==> src/rtl/aug_prn_regs.svh <==
`ifndef AUG_PRN_REGS_SVH
`define AUG_PRN_REGS_SVH

// Code structure
`define CODE_LENGTH 10'h3FF
`define LAST_CHIP_INDEX 10'h3FE
`define REGISTER_ALL_ONES 10'h3FF
`define SYMBOL_CODE_PERIODS 1'h1

// Augmentation PRN range, 120 through 138
`define AUG_PRN_FIRST 8'h78
`define AUG_PRN_LAST 8'h8A

// Timing: chip rate and system clock
`define CHIP_RATE_HZ 64'h00000000000F9C18
`define CLOCK_RATE_HZ 64'h000000000BEBC200
`define PHASE_ACC_BITS 33

// Second register start states for PRN 120 .. 138
`define START_STATE_120 10'h246
`define START_STATE_121 10'h2A1
`define START_STATE_122 10'h0B7
`define START_STATE_123 10'h09A
`define START_STATE_124 10'h38F
`define START_STATE_125 10'h23E
`define START_STATE_126 10'h3F4
`define START_STATE_127 10'h1CF
`define START_STATE_128 10'h35A
`define START_STATE_129 10'h2A8
`define START_STATE_130 10'h0E1
`define START_STATE_131 10'h169
`define START_STATE_132 10'h150
`define START_STATE_133 10'h3D9
`define START_STATE_134 10'h1C6
`define START_STATE_135 10'h28E
`define START_STATE_136 10'h1E0
`define START_STATE_137 10'h207
`define START_STATE_138 10'h128

`endif

==> src/rtl/aug_prn_pkg.sv <==
package aug_prn_pkg;

    typedef enum logic [1:0] {
        state_idle = 2'b00,
        state_seek = 2'b01,
        state_run = 2'b10
    } gen_state_type;

    typedef enum logic [1:0] {
        select_prn = 2'b00,
        select_delay = 2'b01,
        select_state = 2'b10
    } code_select_type;

endpackage

==> src/rtl/augmentation_prn_code_generator.sv <==
`timescale 1ns/1ps
`include "aug_prn_regs.svh"

// Functional notes
// - 1023-chip Gold codes, C/A family.
// - Reserved GPS codes also producible.
// - Code chosen by PRN, delay or state.
// - Augmentation PRNs numbered 120 through 138.
// - No two-tap phase selection used.
// - Programmable second-register delay, single output.
// - Programmable second-register start state, single output.
// - Same hardware serves GPS and augmentation codes.
// - Ten-bit state: first chip is MSB.
// - First ten chips invert start state.
// - PRN 120 uses delay 145, state 1106.
// - Code rate coherent with carrier, ratio 1540.
// - 500 sps symbols XOR onto code chips.
// - Symbol boundary aligned, two code periods.
module augmentation_prn_code_generator #(
    parameter logic [31:0] CODE_STEP = 32'(((`CHIP_RATE_HZ << 32) + (`CLOCK_RATE_HZ >> 1))
                                           / `CLOCK_RATE_HZ)
) (
    // Clock and reset
    input wire logic clock,
    input wire logic reset,
    // Code selection from the host
    input wire logic start,
    input wire logic halt,
    input wire logic [1:0] code_select,
    input wire logic [7:0] prn_number,
    input wire logic [9:0] second_register_chip_delay,
    input wire logic [9:0] second_register_start_state,
    // Navigation symbols
    input wire logic data_symbol,
    // Chip stream to the modulator
    output logic code_chip,
    output logic tx_chip,
    output logic chip_strobe,
    output logic epoch,
    output logic symbol_take,
    // Status
    output logic running,
    output logic select_error
);

    ////////////////////////////////////////////////////////////////////////////
    // Start state lookup for the augmentation PRNs

    function automatic logic [9:0] prn_start_state(input logic [7:0] prn);
        logic [9:0] value;
        value = `REGISTER_ALL_ONES;
        unique case (prn)
            8'h78: value = `START_STATE_120;
            8'h79: value = `START_STATE_121;
            8'h7A: value = `START_STATE_122;
            8'h7B: value = `START_STATE_123;
            8'h7C: value = `START_STATE_124;
            8'h7D: value = `START_STATE_125;
            8'h7E: value = `START_STATE_126;
            8'h7F: value = `START_STATE_127;
            8'h80: value = `START_STATE_128;
            8'h81: value = `START_STATE_129;
            8'h82: value = `START_STATE_130;
            8'h83: value = `START_STATE_131;
            8'h84: value = `START_STATE_132;
            8'h85: value = `START_STATE_133;
            8'h86: value = `START_STATE_134;
            8'h87: value = `START_STATE_135;
            8'h88: value = `START_STATE_136;
            8'h89: value = `START_STATE_137;
            8'h8A: value = `START_STATE_138;
            default: value = `REGISTER_ALL_ONES;
        endcase
        return value;
    endfunction

    // Bit 9 is stage 10, the single output tap of each register
    function automatic logic [9:0] step_first(input logic [9:0] r);
        return {r[8:0], r[2] ^ r[9]};
    endfunction

    function automatic logic [9:0] step_second(input logic [9:0] r);
        return {r[8:0], r[1] ^ r[2] ^ r[5] ^ r[7] ^ r[8] ^ r[9]};
    endfunction

    ////////////////////////////////////////////////////////////////////////////
    // State

    aug_prn_pkg::gen_state_type state, next_state;
    logic [9:0] first_feedback_register, next_first_feedback_register;
    logic [9:0] second_feedback_register, next_second_feedback_register;
    logic [9:0] second_base, next_second_base;
    logic [9:0] chip_index, next_chip_index;
    logic [9:0] seek_count, next_seek_count;
    logic [31:0] phase, next_phase;
    logic symbol_half, next_symbol_half;
    logic symbol, next_symbol;
    logic next_code_chip, next_tx_chip, next_chip_strobe, next_epoch;
    logic next_symbol_take, next_running, next_select_error;
    logic [`PHASE_ACC_BITS-1:0] phase_sum;
    logic chip_tick;
    logic chip_value;
    logic symbol_now;
    logic prn_ok;

    ////////////////////////////////////////////////////////////////////////////
    // Next-state logic

    always_comb begin
        next_state = state;
        next_first_feedback_register = first_feedback_register;
        next_second_feedback_register = second_feedback_register;
        next_second_base = second_base;
        next_chip_index = chip_index;
        next_seek_count = seek_count;
        next_phase = phase;
        next_symbol_half = symbol_half;
        next_symbol = symbol;
        next_code_chip = code_chip;
        next_tx_chip = tx_chip;
        next_chip_strobe = 1'b0;
        next_epoch = 1'b0;
        next_symbol_take = 1'b0;
        next_running = running;
        next_select_error = select_error;
        // Step derived from the shared clock, so a carrier NCO fed 1540 x step stays locked
        phase_sum = {1'b0, phase} + {1'b0, CODE_STEP};
        chip_tick = phase_sum[`PHASE_ACC_BITS-1];
        chip_value = first_feedback_register[9] ^ second_feedback_register[9];
        symbol_now = symbol;
        prn_ok = (prn_number >= `AUG_PRN_FIRST) && (prn_number <= `AUG_PRN_LAST);
        unique case (state)
            aug_prn_pkg::state_idle: begin
                if (start) begin
                    next_first_feedback_register = `REGISTER_ALL_ONES;
                    next_chip_index = 10'h000;
                    next_phase = 32'h00000000;
                    next_symbol_half = 1'b0;
                    next_select_error = 1'b0;
                    unique case (code_select)
                        aug_prn_pkg::select_prn: begin
                            // Start state replaces two-tap phase selection
                            next_second_feedback_register = prn_start_state(prn_number);
                            next_second_base = prn_start_state(prn_number);
                            next_state = prn_ok ? aug_prn_pkg::state_run : state;
                            next_running = prn_ok;
                            next_select_error = !prn_ok;
                        end
                        aug_prn_pkg::select_delay: begin
                            // Delay d equals starting 1023 - d chips further along
                            next_second_feedback_register = `REGISTER_ALL_ONES;
                            next_second_base = `REGISTER_ALL_ONES;
                            next_seek_count = `CODE_LENGTH - second_register_chip_delay;
                            if (second_register_chip_delay == `CODE_LENGTH) begin
                                next_select_error = 1'b1;
                            end else if (second_register_chip_delay == 10'h000) begin
                                next_state = aug_prn_pkg::state_run;
                                next_running = 1'b1;
                            end else begin
                                next_state = aug_prn_pkg::state_seek;
                            end
                        end
                        aug_prn_pkg::select_state: begin
                            // Any state serves the reserved GPS codes too
                            next_second_feedback_register = second_register_start_state;
                            next_second_base = second_register_start_state;
                            next_state = aug_prn_pkg::state_run;
                            next_running = 1'b1;
                        end
                        default: begin
                            next_select_error = 1'b1;
                        end
                    endcase
                end
            end
            aug_prn_pkg::state_seek: begin
                // Seeks at the system clock, at most 1022 cycles, no delay line memory
                next_second_feedback_register = step_second(second_feedback_register);
                next_seek_count = seek_count - 10'h001;
                if (seek_count == 10'h001) begin
                    next_second_base = step_second(second_feedback_register);
                    next_state = aug_prn_pkg::state_run;
                    next_running = 1'b1;
                end
                if (halt) begin
                    next_state = aug_prn_pkg::state_idle;
                    next_running = 1'b0;
                end
            end
            aug_prn_pkg::state_run: begin
                next_phase = phase_sum[31:0];
                if (chip_tick) begin
                    next_chip_strobe = 1'b1;
                    next_code_chip = chip_value;
                    if (chip_index == 10'h000) begin
                        next_epoch = 1'b1;
                        next_symbol_half = symbol_half ^ `SYMBOL_CODE_PERIODS;
                        if (!symbol_half) begin
                            symbol_now = data_symbol;
                            next_symbol = data_symbol;
                            next_symbol_take = 1'b1;
                        end
                    end
                    next_tx_chip = chip_value ^ symbol_now;
                    if (chip_index == `LAST_CHIP_INDEX) begin
                        next_chip_index = 10'h000;
                        next_first_feedback_register = `REGISTER_ALL_ONES;
                        next_second_feedback_register = second_base;
                    end else begin
                        next_chip_index = chip_index + 10'h001;
                        next_first_feedback_register = step_first(first_feedback_register);
                        next_second_feedback_register = step_second(second_feedback_register);
                    end
                end
                if (halt) begin
                    next_state = aug_prn_pkg::state_idle;
                    next_running = 1'b0;
                end
            end
            default: begin
                next_state = aug_prn_pkg::state_idle;
                next_running = 1'b0;
            end
        endcase
    end

    ////////////////////////////////////////////////////////////////////////////
    // Registers

    always_ff @(posedge clock) begin
        if (reset) begin
            state <= aug_prn_pkg::state_idle;
            first_feedback_register <= `REGISTER_ALL_ONES;
            second_feedback_register <= `REGISTER_ALL_ONES;
            second_base <= `REGISTER_ALL_ONES;
            chip_index <= 10'h000;
            seek_count <= 10'h000;
            phase <= 32'h00000000;
            symbol_half <= 1'b0;
            symbol <= 1'b0;
            code_chip <= 1'b0;
            tx_chip <= 1'b0;
            chip_strobe <= 1'b0;
            epoch <= 1'b0;
            symbol_take <= 1'b0;
            running <= 1'b0;
            select_error <= 1'b0;
        end else begin
            state <= next_state;
            first_feedback_register <= next_first_feedback_register;
            second_feedback_register <= next_second_feedback_register;
            second_base <= next_second_base;
            chip_index <= next_chip_index;
            seek_count <= next_seek_count;
            phase <= next_phase;
            symbol_half <= next_symbol_half;
            symbol <= next_symbol;
            code_chip <= next_code_chip;
            tx_chip <= next_tx_chip;
            chip_strobe <= next_chip_strobe;
            epoch <= next_epoch;
            symbol_take <= next_symbol_take;
            running <= next_running;
            select_error <= next_select_error;
        end
    end

endmodule

==> config.mk <==
export PLATFORM = sky130hd
export DESIGN_NAME = augmentation_prn_code_generator
export DESIGN_NICKNAME = d
export VERILOG_FILES = /design/src/rtl/aug_prn_pkg.sv /design/src/rtl/augmentation_prn_code_generator.sv
export VERILOG_INCLUDE_DIRS = /design/src /design/src/rtl
export SDC_FILE = /design/constraint.sdc
export NUM_CORES = 1
export LEC_CHECK = 0
export ABC_AREA = 1
export ABC_CLOCK_PERIOD_IN_PS = 2400
export BUFFER_PORTS_ARGS = -buffer_cell sky130_fd_sc_hd__buf_4
export CAP_MARGIN = 30
export CORE_MARGIN = 2
export CORE_UTILIZATION = 62
export CTS_BUF_LIST = sky130_fd_sc_hd__clkbuf_16
export DETAILED_ROUTE_END_ITERATION = 16
export PLACE_DENSITY = 0.85
export SLEW_MARGIN = 10
export SYNTH_ARGS = -nofsm -noshare
export SYNTH_HDL_FRONTEND = slang
export SYNTH_SLANG_ARGS = --single-unit
==> constraint.sdc <==
create_clock -name clock -period 2.4 [get_ports clock]
set_input_delay 0.24 -clock clock [delete_from_list [all_inputs] [get_ports clock]]
set_output_delay 0.24 -clock clock [all_outputs]
set_load 0.01 [all_outputs]
* After elaboration in Yosys (flattened, before gate mapping)
Index checks and enable logic that the tools add are counted.
Cells by class: multiply operators 0, div/mod/pow operators 0, bitwise logic cells 12, equal/unequal tests 37, add/sub/neg operators 4, shift operators 0, reductions and logical operators 22, multiplexer cells 51, magnitude comparators 2
Operators with widths (number):
- 10-bit case mux with 19 select lines | 1
- 10-bit 2-to-1 mux | 12
- 8-bit equality test, second input constant | 11
- 10-bit case mux with 2 select lines | 4
- 8-bit by 7-bit equality test with 1-bit output, second input constant | 8
- 32-bit case mux with 2 select lines | 1
- 10-bit case mux with 3 select lines | 2
- 32-bit by 25-bit adder with 33-bit output, second input constant | 1
- 32-bit 2-to-1 mux | 1
- 10-bit equality test, second input constant | 2
- 10-bit logical NOT | 2
- 1-bit 2-to-1 mux | 17
- 2-bit 2-to-1 mux | 7
- 3-bit inequality test, second input constant | 4
- 2-bit case mux with 3 select lines | 2
- 4-bit AND reduction | 3
- 6-bit AND reduction | 2
- 10-bit by 1-bit adder with 10-bit output, second input constant | 1
- 10-bit by 1-bit equality test with 1-bit output, second input constant | 1
- 2-bit inequality test, second input constant | 5
- 10-bit by 1-bit subtractor with 10-bit output, second input constant | 1
- 10-bit subtractor, first input constant | 1
- 1-bit case mux with 3 select lines | 3
- 8-bit by 7-bit greater-or-equal comparator with 1-bit output, second input constant | 1
- 18 further kinds | 35
Word-level totals: memory bits (writable) 0, flip-flop bits (word level) 93, memories 0, word-level logic and storage cells 144, bits of input ports 35, bits in read-only memories 0, latch bits 0

* Depth between registers and ports, before layout
depth in word-level cells 8, depth in mapped cells 14

* Worst setup path before layout
No wires, ideal clock.
path type reg2reg, start point register state[0], end point register second_base[7], path slack 671 ps, library setup time 126 ps, cell stages (with the launch flop) 15, clock period less this slack 1729 ps, data arrival time 1604 ps, required time 2274 ps, cells stage by stage dfxtp_1 inv_1 ha_1 buf_2 inv_1 nor2_1 nor2_1 inv_1 nor2_1 nand2_1 buf_2 a21oi_1 nand2_1 nand2_1 nand2_1
On the way: word-level cells in the longest chain between the ends 3
RTL lines:
- from (decl) | line augmentation_prn_code_generator.sv:89 | aug_prn_pkg::gen_state_type state, next_state;
- from (signal assigned) | line augmentation_prn_code_generator.sv:232 | state <= aug_prn_pkg::state_idle;
- from (signal assigned) | line augmentation_prn_code_generator.sv:249 | state <= next_state;
- 2-bit by 1-bit equality test with 1-bit output / 2-bit logical NOT (equally long branches) | line augmentation_prn_code_generator.sv:132 | unique case (state)
- 2-bit inequality test (no line) (tied with other cells)
- 4-bit AND reduction (no line)
- to (signal assigned) | line augmentation_prn_code_generator.sv:235 | second_base <= `REGISTER_ALL_ONES;
- to (signal assigned) | line augmentation_prn_code_generator.sv:252 | second_base <= next_second_base;
- to (decl) | line augmentation_prn_code_generator.sv:92 | logic [9:0] second_base, next_second_base;
Several ways; a longest one is shown, not always the timed one. A chain may end at the register's enable or synchronous reset.

* Worst setup path after layout
start point register state[0], end point register phase[10]
On the way: word-level cells in the longest chain between the ends 3
RTL lines:
- 2-bit equality test / 2-bit logical NOT (equally long branches) | line augmentation_prn_code_generator.sv:132
- 2-bit nonzero test (no line) / 2-bit inequality test (equally long branches)
- 2-bit AND reduction (no line)
- to (signal assigned) | line augmentation_prn_code_generator.sv:255 | phase <= next_phase;
- to (decl) | line augmentation_prn_code_generator.sv:95 | logic [31:0] phase, next_phase;
Several ways; a longest one is shown, not always the timed one.

==> impl_metrics.xml <==
<?xml version="1.0" encoding="UTF-8"?>
<metrics>
  <group name="route">
    <metric name="detail_route.first_pass.iterations" unit="">5</metric>
    <metric name="drtIter0Drc" unit="">619</metric>
    <metric name="remaining_drc_errors" unit="">0</metric>
    <metric name="detail_route.wirelength" unit="mm">16.3</metric>
    <metric name="final_ant_viol_nets" unit="">0</metric>
    <metric name="num_vias" unit="">6873</metric>
    <metric name="vias_per_cell" unit="">5.58</metric>
    <metric name="wl_per_cell" unit="um">13.2</metric>
  </group>
  <group name="power_and_ir_drop">
    <metric name="p_clk_frac" unit="">0.163</metric>
    <metric name="power.share.sequential" unit="">0.301</metric>
    <metric name="max_rail_drop_vdd" unit="mV">0.735</metric>
    <metric name="sw_frac_of_total" unit="">0.484</metric>
    <metric name="power_density" unit="nW/um^2">1200</metric>
    <metric name="switching_power" unit="mW">4.08</metric>
    <metric name="internal_power" unit="mW">4.34</metric>
    <metric name="static-leakage-power" unit="nW">3.31</metric>
    <metric name="relative_contribution_of_combinational_cells_to_total_power" unit="">0.535</metric>
    <metric name="design_power_total" unit="mW">8.41</metric>
  </group>
  <group name="yosys">
    <metric name="postSynthCellCount" unit="">1060</metric>
    <metric name="synth_common_cells" unit="">nand2_1 (317), nor2_1 (128), inv_1 (100)</metric>
    <metric name="combinational_family_with_the_most_area_after_synthesis" unit="">simple AND/OR/NAND/NOR gates</metric>
    <metric name="synthesis.nets" unit="">1109</metric>
    <metric name="synth_compound_gate_area_share" unit="">0.161</metric>
    <metric name="synth.avg_cell_area" unit="sq um">5.97</metric>
    <metric name="synth-warning-count" unit="">0</metric>
    <metric name="netlist_area" unit="sq um">6330</metric>
    <metric name="synth_largest_area_cell" unit="">dfxtp_1</metric>
    <metric name="yosysUniqueCellTypes" unit="">41</metric>
    <metric name="share_of_the_synthesized_netlist_area_taken_by_xor_and_xnor_gates" unit="">0.0194</metric>
    <metric name="synth_simple_gate_area_frac" unit="">0.406</metric>
    <metric name="yosys.area_share.adder" unit="">0.0277</metric>
    <metric name="synth-seq-area-share" unit="">0.291</metric>
    <metric name="post_synth_mux_area_share" unit="">0</metric>
    <metric name="synth_enable_flop_cells" unit="">0</metric>
    <metric name="synthFlopType" unit="">dfxtp_1</metric>
    <metric name="netlist.area_leader.share" unit="">0.291</metric>
    <metric name="post-synth-top-count-cell" unit="">nand2_1</metric>
    <metric name="post_synth_main_area_contributors" unit="">dfxtp_1 (29%), nand2_1 (19%), nor2_1 (7.6%)</metric>
    <metric name="postSynth.asyncResetShare" unit="">0</metric>
    <metric name="synth.ff_latch_count" unit="">92</metric>
  </group>
  <group name="worst_setup_path">
    <metric name="timing.critical_path.required" unit="ns">2.63</metric>
    <metric name="timing.setup.critical_path_class" unit="">register to register</metric>
    <metric name="max_fanout_on_critical_path" unit="">11</metric>
    <metric name="cp_cell_sequence" unit="">inv_1 -&gt; ha_1 -&gt; o21ai_4 -&gt; inv_2 -&gt; nor2_1 -&gt; nand2_1 -&gt; o21ai_0 -&gt; a21oi_1</metric>
    <metric name="worstPathArrival" unit="ns">2.27</metric>
    <metric name="timing.critical_path.from_type" unit="">register</metric>
    <metric name="slowest_stage" unit="">o21ai_4</metric>
    <metric name="critical_path.max_stage_delay" unit="ns">0.41</metric>
    <metric name="timing.reg2reg.worst_path_depth" unit="">8</metric>
    <metric name="end_kind" unit="">register</metric>
  </group>
  <group name="cells_and_area">
    <metric name="antennaDiodeCount" unit="">0</metric>
    <metric name="filler_cell_count" unit="">842</metric>
    <metric name="nets" unit="">1142</metric>
    <metric name="area_growth_from_synthesis_to_final_layout" unit="%">11.1</metric>
    <metric name="post_route_cells_drive_above_1_share" unit="">0.101</metric>
    <metric name="design_area" unit="sq um">7030</metric>
  </group>
  <group name="cts">
    <metric name="h-tree-depth" unit="">3</metric>
    <metric name="cts_made_buffers" unit="">9</metric>
    <metric name="tritoncts_clock_tree" unit="">built</metric>
    <metric name="cts.sink_count" unit="">92</metric>
    <metric name="clk_pin_slew_worst_paths" unit="ns">0.07</metric>
    <metric name="insertion_delay_to_the_later_sink_of_the_worst_skew_pair" unit="ns">0.34</metric>
    <metric name="cts_root_buf" unit="">clkbuf_16</metric>
    <metric name="clock_path_buffers" unit="">2</metric>
    <metric name="cts_setup_buffers" unit="">0</metric>
  </group>
  <group name="sta">
    <metric name="finalCriticalPeriod" unit="ns">2.04</metric>
    <metric name="setup_tns" unit="ns">0</metric>
    <metric name="finalHoldViolCount" unit="">0</metric>
    <metric name="finalClockSkew" unit="ns">0.00652</metric>
    <metric name="final_max_slew_viol_count" unit="">0</metric>
    <metric name="worst-slew-pin-transition" unit="ns">0.512</metric>
    <metric name="period_share" unit="">0.848</metric>
    <metric name="slew_headroom" unit="">0.656</metric>
    <metric name="max_freq" unit="MHz">491</metric>
    <metric name="hold_ws" unit="ns">0.207</metric>
    <metric name="total_setup_violations_reported_at_the_end_of_the_flow" unit="">0</metric>
    <metric name="rsz0062_at_grt" unit="">no</metric>
  </group>
  <group name="status">
    <metric name="result_of_the_run" unit="">complete, no violations</metric>
  </group>
  <group name="floorplanning">
    <metric name="fp.dieArea" unit="sq um">11000</metric>
    <metric name="dieHeight" unit="um">105</metric>
    <metric name="design.core.area" unit="sq um">9860</metric>
    <metric name="floorplan.initialDensity" unit="">0.642</metric>
    <metric name="num_rows" unit="">36</metric>
    <metric name="ios" unit="">42</metric>
    <metric name="chipWidth" unit="um">105</metric>
  </group>
  <group name="run">
    <metric name="max_cap_violations" unit="">0</metric>
  </group>
  <group name="global_routing">
    <metric name="grt_first_pass_wirelength" unit="mm">27.6</metric>
    <metric name="gr-usage-all-layers" unit="">0.299</metric>
    <metric name="grt_antenna_before_repair" unit="">0</metric>
    <metric name="grt_overflow_total" unit="">0</metric>
    <metric name="first_global_vias" unit="">5919</metric>
    <metric name="grt_start_max_net_pins" unit="">37</metric>
  </group>
  <group name="placement">
    <metric name="dp_hpwl" unit="mm">11.8</metric>
    <metric name="port-buffer-count" unit="">41</metric>
    <metric name="dpl_cell_area" unit="sq um">6760</metric>
    <metric name="routability_congestion_estimate_from_global_placement" unit="">0.965</metric>
  </group>
  <group name="min_path">
    <metric name="kind_of_path_behind_the_tightest_hold_check" unit="">input pin to register</metric>
    <metric name="whs_path_depth" unit="">4</metric>
  </group>
</metrics>
[layout by cell type, fill, tap and decap left out, types with 8 or more instances in the layout]
master,netlist,layout
nand4_1,17,17
clkbuf_16,0,9
o211ai_1,15,15
nand2_2,8,8
inv_1,100,101
nand2_1,317,317
nand3_1,86,86
nor2_1,128,128
inv_2,10,11
buf_4,1,58
o21ai_0,66,66
nor3_1,22,22
a21oi_1,88,88
dfxtp_1,92,92
ha_1,14,14
xnor2_1,8,8
[registers in the layout (all words and copies together) (netlist names)]
name and flops:
chip_index 10, chip_strobe 1, code_chip 1, epoch 1, first_feedback_register 10, phase 31, running 1, second_base 10
second_feedback_register 10, seek_count 10, select_error 1, state 2, symbol 1, symbol_half 1, symbol_take 1, tx_chip 1
[logic make-up after synthesis]
kind of cell	count (synthesis)
xor gates and xnor gates	14
and+or+nand+nor	603
buffers and inverters	150
adders and majority gates	14
DFF	92
AOI/OAI and AO/OA	187
[through the flow]
step,cells,setup WS [ns],utilization
global route,1231,0.153,0.713
finish,1231,0.364,0.713
CTS,1231,0.358,0.713
global placement,1215,0.450,0.685
floorplan,1060,0.671,-
detailed placement,1215,0.371,0.685
[repair_timing]
item	in CTS	in global routing
setup endpoints to repair	0	1
hold endpoints to repair	0	0
gates resized for setup	0	1
hold buffers	0	0
[critical path, delay by kind of cell, from the launching register on]
family          cells  cell delay (ns)
flops               1             0.38
fa+ha+maj           1             0.32
simple gates        2             0.31
compound gates      3             0.65
buf+inv             2             0.26
[power groups by stage]
stage	logic, mW	registers, mW	clock network [mW]
after floorplan	3.51	2.42	0
after global placement	4.32	2.54	0
after detailed placement	4.38	2.55	0
after CTS	4.43	2.52	1.37
after global routing	5.14	2.60	1.45
final	4.50	2.54	1.37
[routing by layer]
layer | wire length [um] | global-route usage | up-vias
li1 | - | - | 3513
met2 | 7090 | 0.456 | 301
met4 | 334 | 0.0886 | 0
met5 | 0 | 0 | -
met1 | 7470 | 0.430 | 3027
met3 | 1400 | 0.0505 | 32
[worst paths after layout]
kind                                 startpoint            end  slack [ns]
setup reg to reg                       state[0]      phase[10]        0.36
setup / recovery                       state[0]      phase[10]        0.36
hold / removal    second_register_chip_delay[9]  seek_count[9]        0.21
hold reg to reg                        phase[4]       phase[4]        0.45
[cell type report]
cell class / instances / area, sq um / area share
Sequential cell: 92 / 1840 / 0.262
Multi-Input combinational cell: 818 / 3880 / 0.552
Tap cell: 133 / 166 / 0.0237
Clock inverter: 7 / 52.6 / 0.00747
Timing Repair Buffer: 58 / 435 / 0.0619
Clock buffer: 9 / 225 / 0.0320
Inverter: 114 / 428 / 0.0608
No activity file was read; power rests on OpenSTA's default activity.
